--- config.mk ---
export PLATFORM = sky130hd
export DESIGN_NAME = timer_block
export DESIGN_NICKNAME = d
export VERILOG_FILES = /design/src/shared/timer_pkg.sv /design/src/rtl/timer_prescale.sv /design/src/rtl/timer_block.sv
export VERILOG_INCLUDE_DIRS = /design/src /design/src/shared
export SDC_FILE = /design/constraint.sdc
export NUM_CORES = 1
export LEC_CHECK = 0
export BUFFER_PORTS_ARGS = -buffer_cell sky130_fd_sc_hd__buf_2
export CORE_MARGIN = 4
export CORE_UTILIZATION = 61
export DETAILED_ROUTE_END_ITERATION = 7
export GPL_ROUTABILITY_DRIVEN = 0
export PLACE_DENSITY = 0.83
export SKIP_CTS_REPAIR_TIMING = 1
export SYNTH_ARGS = -nofsm -noshare
export SYNTH_HDL_FRONTEND = slang
export SYNTH_SLANG_ARGS = --single-unit
--- constraint.sdc ---
create_clock -name CORE_CLK -period 4.5 [get_ports CORE_CLK]
set_input_delay 0.9 -clock CORE_CLK [delete_from_list [all_inputs] [get_ports CORE_CLK]]
set_output_delay 0.9 -clock CORE_CLK [all_outputs]
set_load 0.05 [all_outputs]
--- src/shared/timer_cfg.svh ---
`ifndef TIMER_CFG_SVH
`define TIMER_CFG_SVH

// ======================================================================
// Register map
`define ADDR_A_CTRL 12'h000
`define ADDR_A_COUNT 12'h004
`define ADDR_B_CTRL0 12'h010
`define ADDR_B_COUNT0 12'h020
`define ADDR_MODE 12'h030

// ======================================================================
// Control field positions
`define BIT_ENABLE 15
`define BIT_IDLE_STOP 13
`define BIT_WBLOCK 12
`define BIT_WPEND 11
`define BIT_GATE 7
`define BIT_PS_LO 4
`define BIT_WIDE 3
`define BIT_SYNC 2
`define BIT_CLKSRC 1

// ======================================================================
// Writable masks and reset values
`define MASK_A_CTRL 32'h0000_B0B6
`define MASK_B_CTRL_EVEN 32'h0000_A0FA
`define MASK_B_CTRL_ODD 32'h0000_A0F2
`define RESET_CTRL 32'h0000_0000

// ======================================================================
// Asynchronous count write latency in Type A external clock edges
`define ASYNC_WRITE_EDGES 3'h2

`endif

--- src/shared/timer_pkg.sv ---
package timer_pkg;

  typedef struct packed {
    logic enable;
    logic gate;
    logic ext;
    logic [2:0] ps;
  } tmr_cfg_t;

  typedef enum logic [1:0] {
    WR_IDLE = 2'b00,
    WR_WAIT = 2'b01
  } wr_state_t;

endpackage

--- src/rtl/timer_prescale.sv ---
`timescale 1ns/1ps
`include "timer_cfg.svh"

// ======================================================================
// Prescaler: one tick per N input events, N a power of two.
module timer_prescale (
  input wire logic clk,
  input wire logic rst_n,
  input wire logic run,
  input wire logic event_in,
  input wire logic [3:0] log2_div,
  output logic tick
);

  logic [7:0] cnt_q;
  logic [7:0] cnt_d;
  logic [7:0] limit;

  always_comb
  begin
    limit = 8'hFF >> (4'h8 - log2_div);
    cnt_d = cnt_q;
    tick = 1'b0;
    if (!run)
    begin
      cnt_d = 8'h00;
    end
    else if (event_in)
    begin
      if (cnt_q >= limit)
      begin
        cnt_d = 8'h00;
        tick = 1'b1;
      end
      else
      begin
        cnt_d = cnt_q + 8'h01;
      end
    end
  end

  always_ff @(posedge clk or negedge rst_n)
  begin
    if (!rst_n)
      cnt_q <= 8'h00;
    else
      cnt_q <= cnt_d;
  end

endmodule

--- src/rtl/timer_block.sv ---
`timescale 1ns/1ps
`include "timer_cfg.svh"

module timer_block (
  input wire logic CORE_CLK,
  input wire logic RSTN,
  input wire logic PSEL,
  input wire logic PENABLE,
  input wire logic PWRITE,
  input wire logic [11:0] PADDR,
  input wire logic [31:0] PWDATA,
  output logic [31:0] PRDATA,
  output logic PREADY,
  output logic PSLVERR,
  input wire logic IDLE_MODE,
  input wire logic TYPE_A_EXT_CLOCK_PIN,
  input wire logic TYPE_A_GATE_PIN,
  input wire logic [3:0] TYPE_B_EXT_CLOCK_PIN,
  input wire logic [3:0] TYPE_B_GATE_PIN
);

  // ======================================================================
  // Pin synchronisers
  logic [9:0] pin_s1_q;
  logic [9:0] pin_s2_q;
  logic [9:0] pin_s3_q;
  logic [9:0] pin_raw;
  logic idle_s1_q;
  logic idle_q;

  assign pin_raw = {TYPE_B_GATE_PIN, TYPE_B_EXT_CLOCK_PIN,
                    TYPE_A_GATE_PIN, TYPE_A_EXT_CLOCK_PIN};

  always_ff @(posedge CORE_CLK or negedge RSTN)
  begin
    if (!RSTN)
    begin
      pin_s1_q <= 10'h000;
      pin_s2_q <= 10'h000;
      pin_s3_q <= 10'h000;
      idle_s1_q <= 1'b0;
      idle_q <= 1'b0;
    end
    else
    begin
      pin_s1_q <= pin_raw;
      pin_s2_q <= pin_s1_q;
      pin_s3_q <= pin_s2_q;
      idle_s1_q <= IDLE_MODE;
      idle_q <= idle_s1_q;
    end
  end

  // Rising edges of synchronised pins 0 to 4 (Type A clock, Type A gate, Type B clocks 0 to 2); index 0 is Type A.
  logic [4:0] ext_rise;
  logic [4:0] gate_lvl;
  assign ext_rise = pin_s2_q[4:0] & ~pin_s3_q[4:0];
  assign gate_lvl = pin_s2_q[9:5];

  // ======================================================================
  // Registers
  logic [31:0] a_ctrl_q, a_ctrl_d;
  logic [15:0] a_cnt_q, a_cnt_d;
  logic [31:0] b_ctrl_q [4];
  logic [31:0] b_ctrl_d [4];
  logic [15:0] b_cnt_q [4];
  logic [15:0] b_cnt_d [4];
  timer_pkg::wr_state_t wr_st_q, wr_st_d;
  logic [15:0] wr_data_q, wr_data_d;
  logic [2:0] wr_edges_q, wr_edges_d;
  logic [31:0] rdata_d;
  logic pslverr_d;

  function automatic logic [31:0] b_mask(input int idx);
    b_mask = (idx % 2 == 0) ? `MASK_B_CTRL_EVEN : `MASK_B_CTRL_ODD;
  endfunction

  function automatic timer_pkg::tmr_cfg_t cfg_of(input logic [31:0] c);
    cfg_of.enable = c[`BIT_ENABLE];
    cfg_of.gate = c[`BIT_GATE];
    cfg_of.ext = c[`BIT_CLKSRC];
    cfg_of.ps = c[`BIT_PS_LO +: 3];
  endfunction

  logic wr_en;
  logic rd_en;
  logic addr_ok;
  assign wr_en = PSEL && PENABLE && PWRITE;
  assign rd_en = PSEL && PENABLE && !PWRITE;

  // ======================================================================
  // Type A asynchronous count write: the value is transferred on external
  // edges, so the pending bit covers the time that takes.
  logic a_async;
  logic a_wr_hit;
  logic a_wr_take;
  assign a_async = a_ctrl_q[`BIT_CLKSRC] && !a_ctrl_q[`BIT_SYNC];
  assign a_wr_hit = wr_en && PADDR == `ADDR_A_COUNT;
  assign a_wr_take = a_wr_hit &&
                     !(a_ctrl_q[`BIT_WBLOCK] && wr_st_q == timer_pkg::WR_WAIT);

  // ======================================================================
  // Timer tick generation
  timer_pkg::tmr_cfg_t cfg [5];
  logic [4:0] run;
  logic [4:0] src_evt;
  logic [4:0] tick;
  logic [3:0] log2_div [5];
  logic [4:0] cnt_en;
  logic wide [4];

  always_comb
  begin
    wide[0] = b_ctrl_q[0][`BIT_WIDE];
    wide[1] = 1'b0;
    wide[2] = b_ctrl_q[2][`BIT_WIDE];
    wide[3] = 1'b0;
    cfg[0] = cfg_of(a_ctrl_q);
    for (int i = 0; i < 4; i++)
    begin
      // Odd timer of a wide pair follows its even partner.
      cfg[i + 1] = cfg_of(b_ctrl_q[(i % 2 == 1 && wide[i - i % 2]) ? i - 1 : i]);
    end
    for (int i = 0; i < 5; i++)
    begin
      // Idle-stop of an odd wide timer is its own bit, so software clears it too.
      run[i] = cfg[i].enable && !(idle_q && (i == 0 ? a_ctrl_q[`BIT_IDLE_STOP] :
               b_ctrl_q[(i == 0) ? 0 : i - 1][`BIT_IDLE_STOP]));
      src_evt[i] = cfg[i].ext ? ext_rise[i] : 1'b1;
      cnt_en[i] = tick[i] && (cfg[i].ext || !cfg[i].gate || gate_lvl[i]);
    end
    case (cfg[0].ps[1:0])
      2'b00: log2_div[0] = 4'h0;
      2'b01: log2_div[0] = 4'h3;
      2'b10: log2_div[0] = 4'h6;
      default: log2_div[0] = 4'h8;
    endcase
    for (int i = 1; i < 5; i++)
    begin
      log2_div[i] = (cfg[i].ps == 3'h7) ? 4'h8 : {1'b0, cfg[i].ps};
    end
  end

  for (genvar g = 0; g < 5; g++)
  begin : g_ps
    timer_prescale u_ps (
      .clk(CORE_CLK),
      .rst_n(RSTN),
      .run(run[g]),
      .event_in(src_evt[g]),
      .log2_div(log2_div[g]),
      .tick(tick[g])
    );
  end

  // ======================================================================
  // Next-state logic for registers and counters
  always_comb
  begin
    a_ctrl_d = a_ctrl_q;
    a_cnt_d = a_cnt_q;
    wr_st_d = wr_st_q;
    wr_data_d = wr_data_q;
    wr_edges_d = wr_edges_q;
    for (int i = 0; i < 4; i++)
    begin
      b_ctrl_d[i] = b_ctrl_q[i];
      b_cnt_d[i] = b_cnt_q[i];
    end
    addr_ok = 1'b1;
    rdata_d = 32'h0000_0000;

    if (cnt_en[0] && run[0])
      a_cnt_d = a_cnt_q + 16'h0001;
    for (int i = 0; i < 4; i += 2)
    begin
      if (wide[i])
      begin
        // The odd timer's idle-stop bit still halts the whole pair in Idle mode.
        if (cnt_en[i + 1] && run[i + 1] && !(idle_q && b_ctrl_q[i + 1][`BIT_IDLE_STOP]))
          {b_cnt_d[i + 1], b_cnt_d[i]} = {b_cnt_q[i + 1], b_cnt_q[i]} + 32'h0000_0001;
      end
      else
      begin
        if (cnt_en[i + 1] && run[i + 1])
          b_cnt_d[i] = b_cnt_q[i] + 16'h0001;
        if (cnt_en[i + 2] && run[i + 2])
          b_cnt_d[i + 1] = b_cnt_q[i + 1] + 16'h0001;
      end
    end

    case (wr_st_q)
      timer_pkg::WR_IDLE:
        ;
      timer_pkg::WR_WAIT:
      begin
        if (ext_rise[0])
        begin
          if (wr_edges_q == `ASYNC_WRITE_EDGES - 3'h1)
          begin
            a_cnt_d = wr_data_q;
            wr_st_d = timer_pkg::WR_IDLE;
          end
          else
            wr_edges_d = wr_edges_q + 3'h1;
        end
      end
      default:
        wr_st_d = timer_pkg::WR_IDLE;
    endcase

    if (a_wr_take)
    begin
      if (a_async)
      begin
        wr_st_d = timer_pkg::WR_WAIT;
        wr_data_d = PWDATA[15:0];
        wr_edges_d = 3'h0;
      end
      else
        a_cnt_d = PWDATA[15:0];
    end

    if (PADDR == `ADDR_A_CTRL)
    begin
      if (wr_en)
        a_ctrl_d = PWDATA & `MASK_A_CTRL;
      rdata_d = a_ctrl_q & `MASK_A_CTRL;
      rdata_d[`BIT_WPEND] = a_async && wr_st_q == timer_pkg::WR_WAIT;
    end
    else if (PADDR == `ADDR_A_COUNT)
      rdata_d = {16'h0000, a_cnt_q};
    else if (PADDR >= `ADDR_B_CTRL0 && PADDR < `ADDR_B_CTRL0 + 12'h010 && PADDR[1:0] == 2'b00)
    begin
      for (int i = 0; i < 4; i++)
        if (PADDR[3:2] == 2'(i))
        begin
          if (wr_en)
            b_ctrl_d[i] = PWDATA & b_mask(i);
          rdata_d = b_ctrl_q[i] & b_mask(i);
          if (b_ctrl_q[i][`BIT_CLKSRC])
            rdata_d[`BIT_GATE] = 1'b0;
        end
    end
    else if (PADDR >= `ADDR_B_COUNT0 && PADDR < `ADDR_B_COUNT0 + 12'h010 && PADDR[1:0] == 2'b00)
    begin
      for (int i = 0; i < 4; i++)
        if (PADDR[3:2] == 2'(i))
        begin
          if (wr_en)
            b_cnt_d[i] = PWDATA[15:0];
          rdata_d = {16'h0000, b_cnt_q[i]};
        end
    end
    else
      addr_ok = 1'b0;

    pslverr_d = PSEL && !PENABLE && !addr_ok;
  end

  always_ff @(posedge CORE_CLK or negedge RSTN)
  begin
    if (!RSTN)
    begin
      a_ctrl_q <= `RESET_CTRL;
      a_cnt_q <= 16'h0000;
      wr_st_q <= timer_pkg::WR_IDLE;
      wr_data_q <= 16'h0000;
      wr_edges_q <= 3'h0;
      for (int i = 0; i < 4; i++)
      begin
        b_ctrl_q[i] <= `RESET_CTRL;
        b_cnt_q[i] <= 16'h0000;
      end
      PRDATA <= 32'h0000_0000;
      PREADY <= 1'b0;
      PSLVERR <= 1'b0;
    end
    else
    begin
      a_ctrl_q <= a_ctrl_d;
      a_cnt_q <= a_cnt_d;
      wr_st_q <= wr_st_d;
      wr_data_q <= wr_data_d;
      wr_edges_q <= wr_edges_d;
      for (int i = 0; i < 4; i++)
      begin
        b_ctrl_q[i] <= b_ctrl_d[i];
        b_cnt_q[i] <= b_cnt_d[i];
      end
      // Read data is captured in the setup cycle so it is ready in the access cycle.
      if (PSEL && !PENABLE)
        PRDATA <= rdata_d;
      PREADY <= PSEL && !PENABLE;
      PSLVERR <= pslverr_d;
    end
  end

endmodule

* After elaboration in Yosys (flattened, before gate mapping)
Index checks and enable logic that the tools add are counted.
Operators by class: bitwise logic cells 6, $mul 0, equality and inequality tests 17, div/mod/pow operators 0, add/subtract/negate cells 18, multiplexer cells 104, reduce and logical (&&, ||, !) cells 70, order comparisons 11, shift-type cells 5
Operators by type and width (number):
- 2-to-1 mux 32 bit | 14
- 2-to-1 mux 16 bit | 24
- 2-to-1 mux 64 bit | 4
- binary-select mux 32 bit (select 2 bit) | 2
- 2-to-1 mux 8 bit | 15
- adder 16 x 1 -> 16 bit, second input constant | 5
- adder 32 x 1 -> 32 bit, second input constant | 2
- greater-or-equal comparator 32 x 3 -> 1 bit, second input constant | 2
- adder 8 x 1 -> 8 bit, second input constant | 5
- greater-or-equal comparator 8 bit | 5
- right shift 8 x 4 -> 8 bit, first input constant | 5
- logical AND 1 bit | 35
- inverter 1 -> 32 bit | 1
- inverter 2 -> 32 bit | 1
- 2-to-1 mux 1 bit | 30
- < comparator 12 x 6 -> 1 bit, second input constant | 2
- AND reduction 5 bit | 4
- subtractor 4 bit, first input constant | 5
- 2-to-1 mux 4 bit | 4
- 2-to-1 mux 3 bit | 5
- logical NOT 1 bit | 14
- == test 12 x 3 -> 1 bit, second input constant | 1
- == test 3 bit, second input constant | 4
- greater-or-equal comparator 12 x 5 -> 1 bit, second input constant | 1
- other kinds (16) | 41
Word-level totals: input port bits 60, memories kept 0, bits in latches 0, word-level logic and storage cells 257, output and inout bits 34, ROM bits 0, register bits after elaboration 240, memory bits (writable) 0

* Longest topological paths before layout
Gate-level depths: netlist of the first run.
depth in word-level cells 23, gate-level depth with buffers 18

* By module
A second synthesis of the first run with hierarchy kept.
Unflattened totals: cells, all modules 1528, area total of the unflattened synthesis 13924.6 um^2
Modules (own cells, without submodules):
- timer_block | times used 1, cells an instance 1018, area an instance 9895.7 um^2, sequential area each 4604.4 um^2
- timer_prescale | times used 5, cells an instance 102, area an instance 805.8 um^2, sequential area each 200.2 um^2

* Least setup slack after synthesis of the first run
No wires, ideal clock.
kind register -> register, start point register b_ctrl_q[99] (netlist name), end point register b_cnt_q[41] (netlist name), arrival time 3.519 ns, data required time 4.429 ns, setup time 0.071 ns, stages on the path, launching flop included 16, setup slack 0.910 ns, cells stage by stage dfrtp_1 buf_6 clkbuf_1 mux2_2 nand2b_1 or2_2 o21ai_0 ha_1 o21a_1 nor2_1 o31a_1 nor4b_4 o2111ai_2 buf_6 or4_1 nand4_1
RTL lines:
- from (decl) | RTL line timer_block.sv:64 | logic [31:0] b_ctrl_q [4];
- from (signal, indexed assignment) | RTL line timer_block.sv:272 | b_ctrl_q[i] <= `RESET_CTRL;
- from (signal, indexed assignment) | RTL line timer_block.sv:288 | b_ctrl_q[i] <= b_ctrl_d[i];
- to (signal, indexed assignment) | RTL line timer_block.sv:289 | b_cnt_q[i] <= b_cnt_d[i];
- to (decl) | RTL line timer_block.sv:66 | logic [15:0] b_cnt_q [4];

==> flow_metrics.tcl, run 1 <==
set metrics [dict create \
    cts.clk_slew.worst_paths_ps 60 \
    max_stage_delay_ps 630 \
    max_freq_mhz 256 \
    endpoint_kind "flip-flop" \
    yosys-top-cells-count "dfrtp_1 (224), nand2_1 (205), nor2_1 (144)" \
    post_drt_wl_per_cell_um 19.2 \
    critPathLaunchType "flip-flop" \
    avgSynthCellArea_um2 9.35 \
    critical-path-slowest-cell "or4_1" \
    crit_family "simple AND/OR/NAND/NOR gates" \
    drtIter0Drc 982 \
    startpoint "b_ctrl_q[101]" \
    cts_tree "built" \
    area_growth_pct 9.93 \
    syn_area_mm2 0.0130 \
    final-hold-violation-count 0 \
    ys_seq_elements 224 \
    num_antenna_cells 0 \
    vdd_ir_drop_max_v 0.000327 \
    fin_util 0.681 \
    slew_violations 0 \
    die_x_um 154 \
    antenna_left 0 \
    finalWirelength_mm 33.1 \
    grt_first_pass_wirelength_mm 54.1 \
    rows 53 \
    grt_pass1_vias 10600 \
    hold_path_end "pin_s2_q[8]" \
    port_buffers 61 \
    cts.sinks 224 \
    grt_remaining_overflow 0 \
    hp-class "reg2reg" \
    cts_root_buffer "clkbuf_16" \
    reg2reg_setup_slack_ps 600 \
    crit_arrival_ps 4360 \
    hold_depth 0 \
    tightest_slew_ps 1080 \
    viasPerCell 6.26 \
    cp_data_required_time_ps 4950 \
    cap_violations 0 \
    syn_inst 1389 \
    ys_async_sr_fraction 1.00 \
    antenna_found_initial 0 \
    powerDensity_mw_per_mm2 306 \
    yosysMostFrequentCell "dfrtp_1" \
    path_common_cell "nor2_1" \
    yosys.area.top_type_share 0.432 \
    hp-start "pin_s1_q[8]" \
    yosysTopAreaCell "dfrtp_1" \
    drive_gt1_frac 0.137 \
    skew_ps 22.1 \
    min_period_ps 3900 \
    synthDistinctLibCells 65 \
    tns_ps 0 \
    h-tree-depth 1 \
    status "completed" \
    setup-violations-final 0 \
    grt_usage 0.278 \
    clkLatencyLatePin_ps 530 \
    yosysWarnings 0 \
    finalCritPeriodShare 0.867 \
    dp_hpwl_mm 23.3 \
    design.core.area_mm2 0.0210 \
    synth-edff-count 0 \
    ios 94 \
    die_area_mm2 0.0237 \
    timing.rr.start "b_ctrl_q[101]" \
    cts_buffers 25 \
    relSlewSlack 0.280 \
    r2r_end "b_cnt_q[45]" \
    path_max_fanout 11 \
    critPathBufInv 1 \
    vias 10800 \
    power.leakage_nw 6.34 \
    rsz0062_at_grt "false" \
    die_h_um 154 \
    synth_ff_type "dfrtp_1" \
    clockBufferDepth 3 \
    synth_area_leaders "dfrtp_1 (43%), nand2_1 (5.9%), ha_1 (5.8%), o21ai_0 (4.5%), nor2_1 (4.2%)" \
    rr_worst_depth 14 \
    drc_errors 0 \
    start_util 0.620 \
    path_cells "mux2i_1, inv_1, ha_1, nor2_1, nor2_1, o21ai_0, ha_1, o21a_1, nor2_1, o31a_1, nor4b_4, o2111ai_2, or4_1, nand3_1" \
    layout.nets 1550 \
    ys_seq_area_frac 0.432 \
    drt_pass1_iterations 5 \
    crit_type "reg2reg" \
    grt_max_degree 115 \
]
## state kept, by name, indices dropped and copies added, names as in the netlist
register and count:
wr_st_q 2, pin_s1_q 10, b_cnt_q 64, a_cnt_q 16, idle_q 1, pin_s3_q 5
pin_s2_q 10, wr_edges_q 3, b_ctrl_q 30, PREADY 1, idle_s1_q 1, g_ps.u_ps.cnt_q 40
a_ctrl_q 8, PSLVERR 1, wr_data_q 16, PRDATA 16
## layer usage
layer	wire length, µm	track usage
met5	0	0
met2	15400	0.453
met1	13300	0.371
met3	3030	0.0535
met4	1310	0.110
## stage by stage
step	total power, mW	instance area (µm²)	std cells	hold slack [ps]	setup slack, ps
after detailed placement	2.36	13400	1678	335	655
after global routing	4.49	14300	1723	353	374
final	4.37	14300	1723	347	599
after CTS	4.38	14300	1723	347	623
after floorplan	2.25	13100	1405	331	910
after global placement	2.35	13400	1678	332	843
## where the power goes
group	switching [mW]	leakage [nW]	internal, mW	total [mW]
logic	0.191	3.30	0.0726	0.264
clock network	0.816	0.414	1.22	2.04
registers	0.0247	2.62	2.04	2.07
total	1.03	6.34	3.34	4.37
## placed cells by master (no fill, tap or decap), types with 8 or more instances in the layout
master / netlist / routed
dfrtp_1: 224 / 224
nand2_1: 205 / 205
nor2_1: 144 / 143
o21ai_0: 118 / 118
a21oi_1: 72 / 72
ha_1: 60 / 60
buf_2: 15 / 60
nand3_1: 51 / 51
xor2_1: 47 / 47
mux2_2: 42 / 42
and3_1: 35 / 35
inv_1: 33 / 33
xnor2_1: 32 / 32
nand2b_1: 28 / 28
clkbuf_16: 0 / 25
nand4_1: 22 / 22
mux4_2: 22 / 22
conb_1: 1 / 17
nor3b_1: 15 / 15
mux2i_1: 13 / 13
nor3_1: 11 / 11
buf_4: 17 / 10
clkbuf_8: 0 / 9
a31oi_1: 8 / 8
o31ai_1: 8 / 8
a222oi_1: 8 / 8
## kinds of logic after synthesis
| logic type | Yosys count | synth area share |
|---|---|---|
| simple gates | 567 | 0.208 |
| compound gates | 273 | 0.126 |
| flops | 224 | 0.432 |
| buf+inv | 108 | 0.0387 |
| xor+xnor | 79 | 0.0533 |
| mux | 77 | 0.0846 |
| fa+ha+maj | 60 | 0.0578 |
| other cells | 1 | 0.000289 |
## layout make-up
| class | instances | area (µm²) |
|---|---|---|
| Clock buffer | 37 | 761 |
| Clock inverter | 8 | 71.3 |
| Fill cell | 1610 | 6680 |
| Inverter | 33 | 124 |
| Multi-Input combinational cell | 1073 | 6940 |
| Sequential cell | 224 | 5610 |
| Tap cell | 275 | 344 |
| Timing Repair Buffer | 73 | 430 |
## worst max-delay path by stage
stage | slack, ps | to | cells after the start
final | 600 | b_cnt_q[45] | 14
after detailed placement | 660 | b_cnt_q[45] | 14
after global placement | 840 | b_cnt_q[45] | 14
after global routing | 370 | b_cnt_q[45] | 14
after CTS | 620 | b_cnt_q[45] | 14
after floorplan | 910 | b_cnt_q[41] | 15
No activity file was read; power rests on OpenSTA's default activity.
==> inputs of run 2 (changes only) <==
Settings changed: CELL_PAD_IN_SITES_DETAIL_PLACEMENT from default to 1, CELL_PAD_IN_SITES_GLOBAL_PLACEMENT from default to 1, CORE_UTILIZATION 61 to 48.
==> run 2 against run 1 <==
Against the previous run: register-to-register slack got worse by 120 ps; die area rose by 26%; worst hold slack improved by 1.2 ps; clock power rose by 19%; sequential power barely moved; cell area rose by 1.9%; count of clock-buffer cells in the layout fell by 4; flip-flop and latch count did not move; power rose by 8.8%; combinational power rose by 2%.
==> flow_metrics.tcl, run 2 (synthesis gave the netlist of run 1 again) <==
set metrics [dict create \
    die_h_um 173 \
    critPathBufInv 1 \
    timing.rr.start "b_ctrl_q[35]" \
    path_cells "mux2i_1, inv_1, ha_1, nor2_1, nor2_1, o21ai_0, ha_1, a21o_1, a31oi_1, o21ai_0, nand2_1, o31a_1, nor3b_1, xnor2_1, a21oi_1" \
    grt_pass1_vias 11400 \
    dp_hpwl_mm 27.8 \
    crit_family "compound AO/OA/AOI/OAI gates" \
    top_register "b_cnt_q" \
    cts_root_buffer "clkbuf_16" \
    finalCritPeriodShare 0.894 \
    die_x_um 173 \
    grt_max_degree 114 \
    cts_buffers 27 \
    cp_data_required_time_ps 4900 \
    viasPerCell 6.02 \
    reg2reg_setup_slack_ps 480 \
    relSlewSlack 0.272 \
    crit_type "reg2reg" \
    vias 10800 \
    vdd_ir_drop_max_v 0.000265 \
    rr_worst_depth 15 \
    h-tree-depth 1 \
    hp-class "reg2reg" \
    skew_ps 20.6 \
    post_drt_wl_per_cell_um 21.6 \
    layout_commonest_cell "dfrtp_1" \
    reg.largest.list "b_cnt_q x64, g_ps.u_ps.cnt_q x40, b_ctrl_q x30" \
    final-hold-violation-count 0 \
    hold_path_end "idle_q" \
    clkLatencyLatePin_ps 550 \
    slew_violations 0 \
    endpoint_kind "flip-flop" \
    hp-start "idle_s1_q" \
    path_max_fanout 12 \
    cap_violations 0 \
    port_buffers 61 \
    design.core.area_mm2 0.0264 \
    drive_gt1_frac 0.146 \
    critical-path-slowest-cell "dfrtp_1" \
    drc_errors 0 \
    power.leakage_nw 6.45 \
    drtIter0Drc 911 \
    powerDensity_mw_per_mm2 327 \
    hold_depth 0 \
    crit_arrival_ps 4420 \
    antenna_found_initial 1 \
    area_growth_pct 12.0 \
    start_util 0.493 \
    tightest_slew_ps 1090 \
    clockBufferDepth 3 \
    r2r_end "b_cnt_q[15]" \
    status "completed" \
    design_area_mm2 0.0145 \
    cts.sinks 224 \
    die_area_mm2 0.0298 \
    largest_reg_flops 64 \
    min_period_ps 4020 \
    cts_tree "built" \
    tns_ps 0 \
    grt_remaining_overflow 0 \
    antenna_left 0 \
    post_dp_cell_area_mm2 0.0136 \
    grt_first_pass_wirelength_mm 63.0 \
    max_stage_delay_ps 730 \
    setup-violations-final 0 \
    finalWirelength_mm 38.9 \
    mostFrequentLayoutCells "dfrtp_1 (224), nand2_1 (205), nor2_1 (143)" \
    grt_usage 0.257 \
    ios 94 \
    max_freq_mhz 248 \
    layout.nets 1560 \
    rsz0062_at_grt "false" \
    critPathLaunchType "flip-flop" \
    rows 59 \
    cts.clk_slew.worst_paths_ps 60 \
    drt_pass1_iterations 7 \
]
-- run 2: cell types whose count changed in the layout (fill, tap and decap cells not counted), sizes merged --
cell | before | now
buf | 73 | 81
bufinv | 1 | 6
clkbuf | 37 | 33
inv | 33 | 36
clkinv | 6 | 7
diode | 0 | 1
-- run 2: metal layers --
| layer | GRT usage | wire length (µm) | share of wire | vias to the layer above |
|---|---|---|---|---|
| met4 | 0.0725 | 1130 | 0.029 | 0 |
| met1 | 0.348 | 17000 | 0.44 | 5468 |
| met2 | 0.431 | 18700 | 0.48 | 304 |
| li1 | - | - | - | 4968 |
| met5 | 0 | 0 | 0 | - |
| met3 | 0.0410 | 2100 | 0.054 | 84 |
-- run 2: worst register-to-register path, cell delays in order, from the launching register on --
cell     delay (ps)
dfrtp_1         730
mux2i_1         470
inv_1            90
ha_1            210
nor2_1          110
nor2_1           90
o21ai_0         200
ha_1            170
a21o_1          110
a31oi_1          40
o21ai_0         260
nand2_1         260
o31a_1          430
nor3b_1         420
xnor2_1         180
a21oi_1         110
-- run 2: area by class of cell --
cell class / instances / area [µm²]
fillers: 3005 / 11800
multi-input cells: 1073 / 6940
flip-flops and latches: 224 / 5610
clock buffers: 33 / 738
repair buffers: 81 / 465
well taps: 335 / 419
clock inverters: 17 / 249
inverters: 33 / 124
diodes: 1 / 2.50
-- run 2: how the worst max path moves through the flow --
stage	from	slack [ps]	endpoint	cells after the start
6_report	b_ctrl_q[35]	480	b_cnt_q[15]	15
5_1_grt	b_ctrl_q[35]	190	b_cnt_q[15]	15
4_1_cts	b_ctrl_q[35]	510	b_cnt_q[15]	15
3_5_place_dp	b_ctrl_q[35]	550	b_cnt_q[15]	15
3_3_place_gp	b_ctrl_q[35]	770	b_cnt_q[15]	13
2_1_floorplan	b_ctrl_q[99]	910	b_cnt_q[41]	15
-- run 2: power breakdown --
| part | total, mW | switching, mW | internal (mW) | leakage [nW] |
|---|---|---|---|---|
| clock | 2.42 | 0.904 | 1.51 | 0.490 |
| combinational | 0.270 | 0.198 | 0.0723 | 3.33 |
| sequential | 2.07 | 0.0262 | 2.04 | 2.62 |
| total | 4.75 | 1.13 | 3.63 | 6.45 |
-- run 2: metrics by stage --
step / hold slack (ps) / total power, mW / setup slack (ps) / std cells / util
floorplan: 331 / 2.25 / 910 / 1405 / -
finish: 348 / 4.75 / 476 / 1797 / 0.552
global route: 357 / 4.90 / 194 / 1797 / 0.552
detailed placement: 336 / 2.37 / 548 / 1746 / 0.514
CTS: 350 / 4.80 / 506 / 1796 / 0.552
global placement: 333 / 2.36 / 771 / 1746 / 0.514
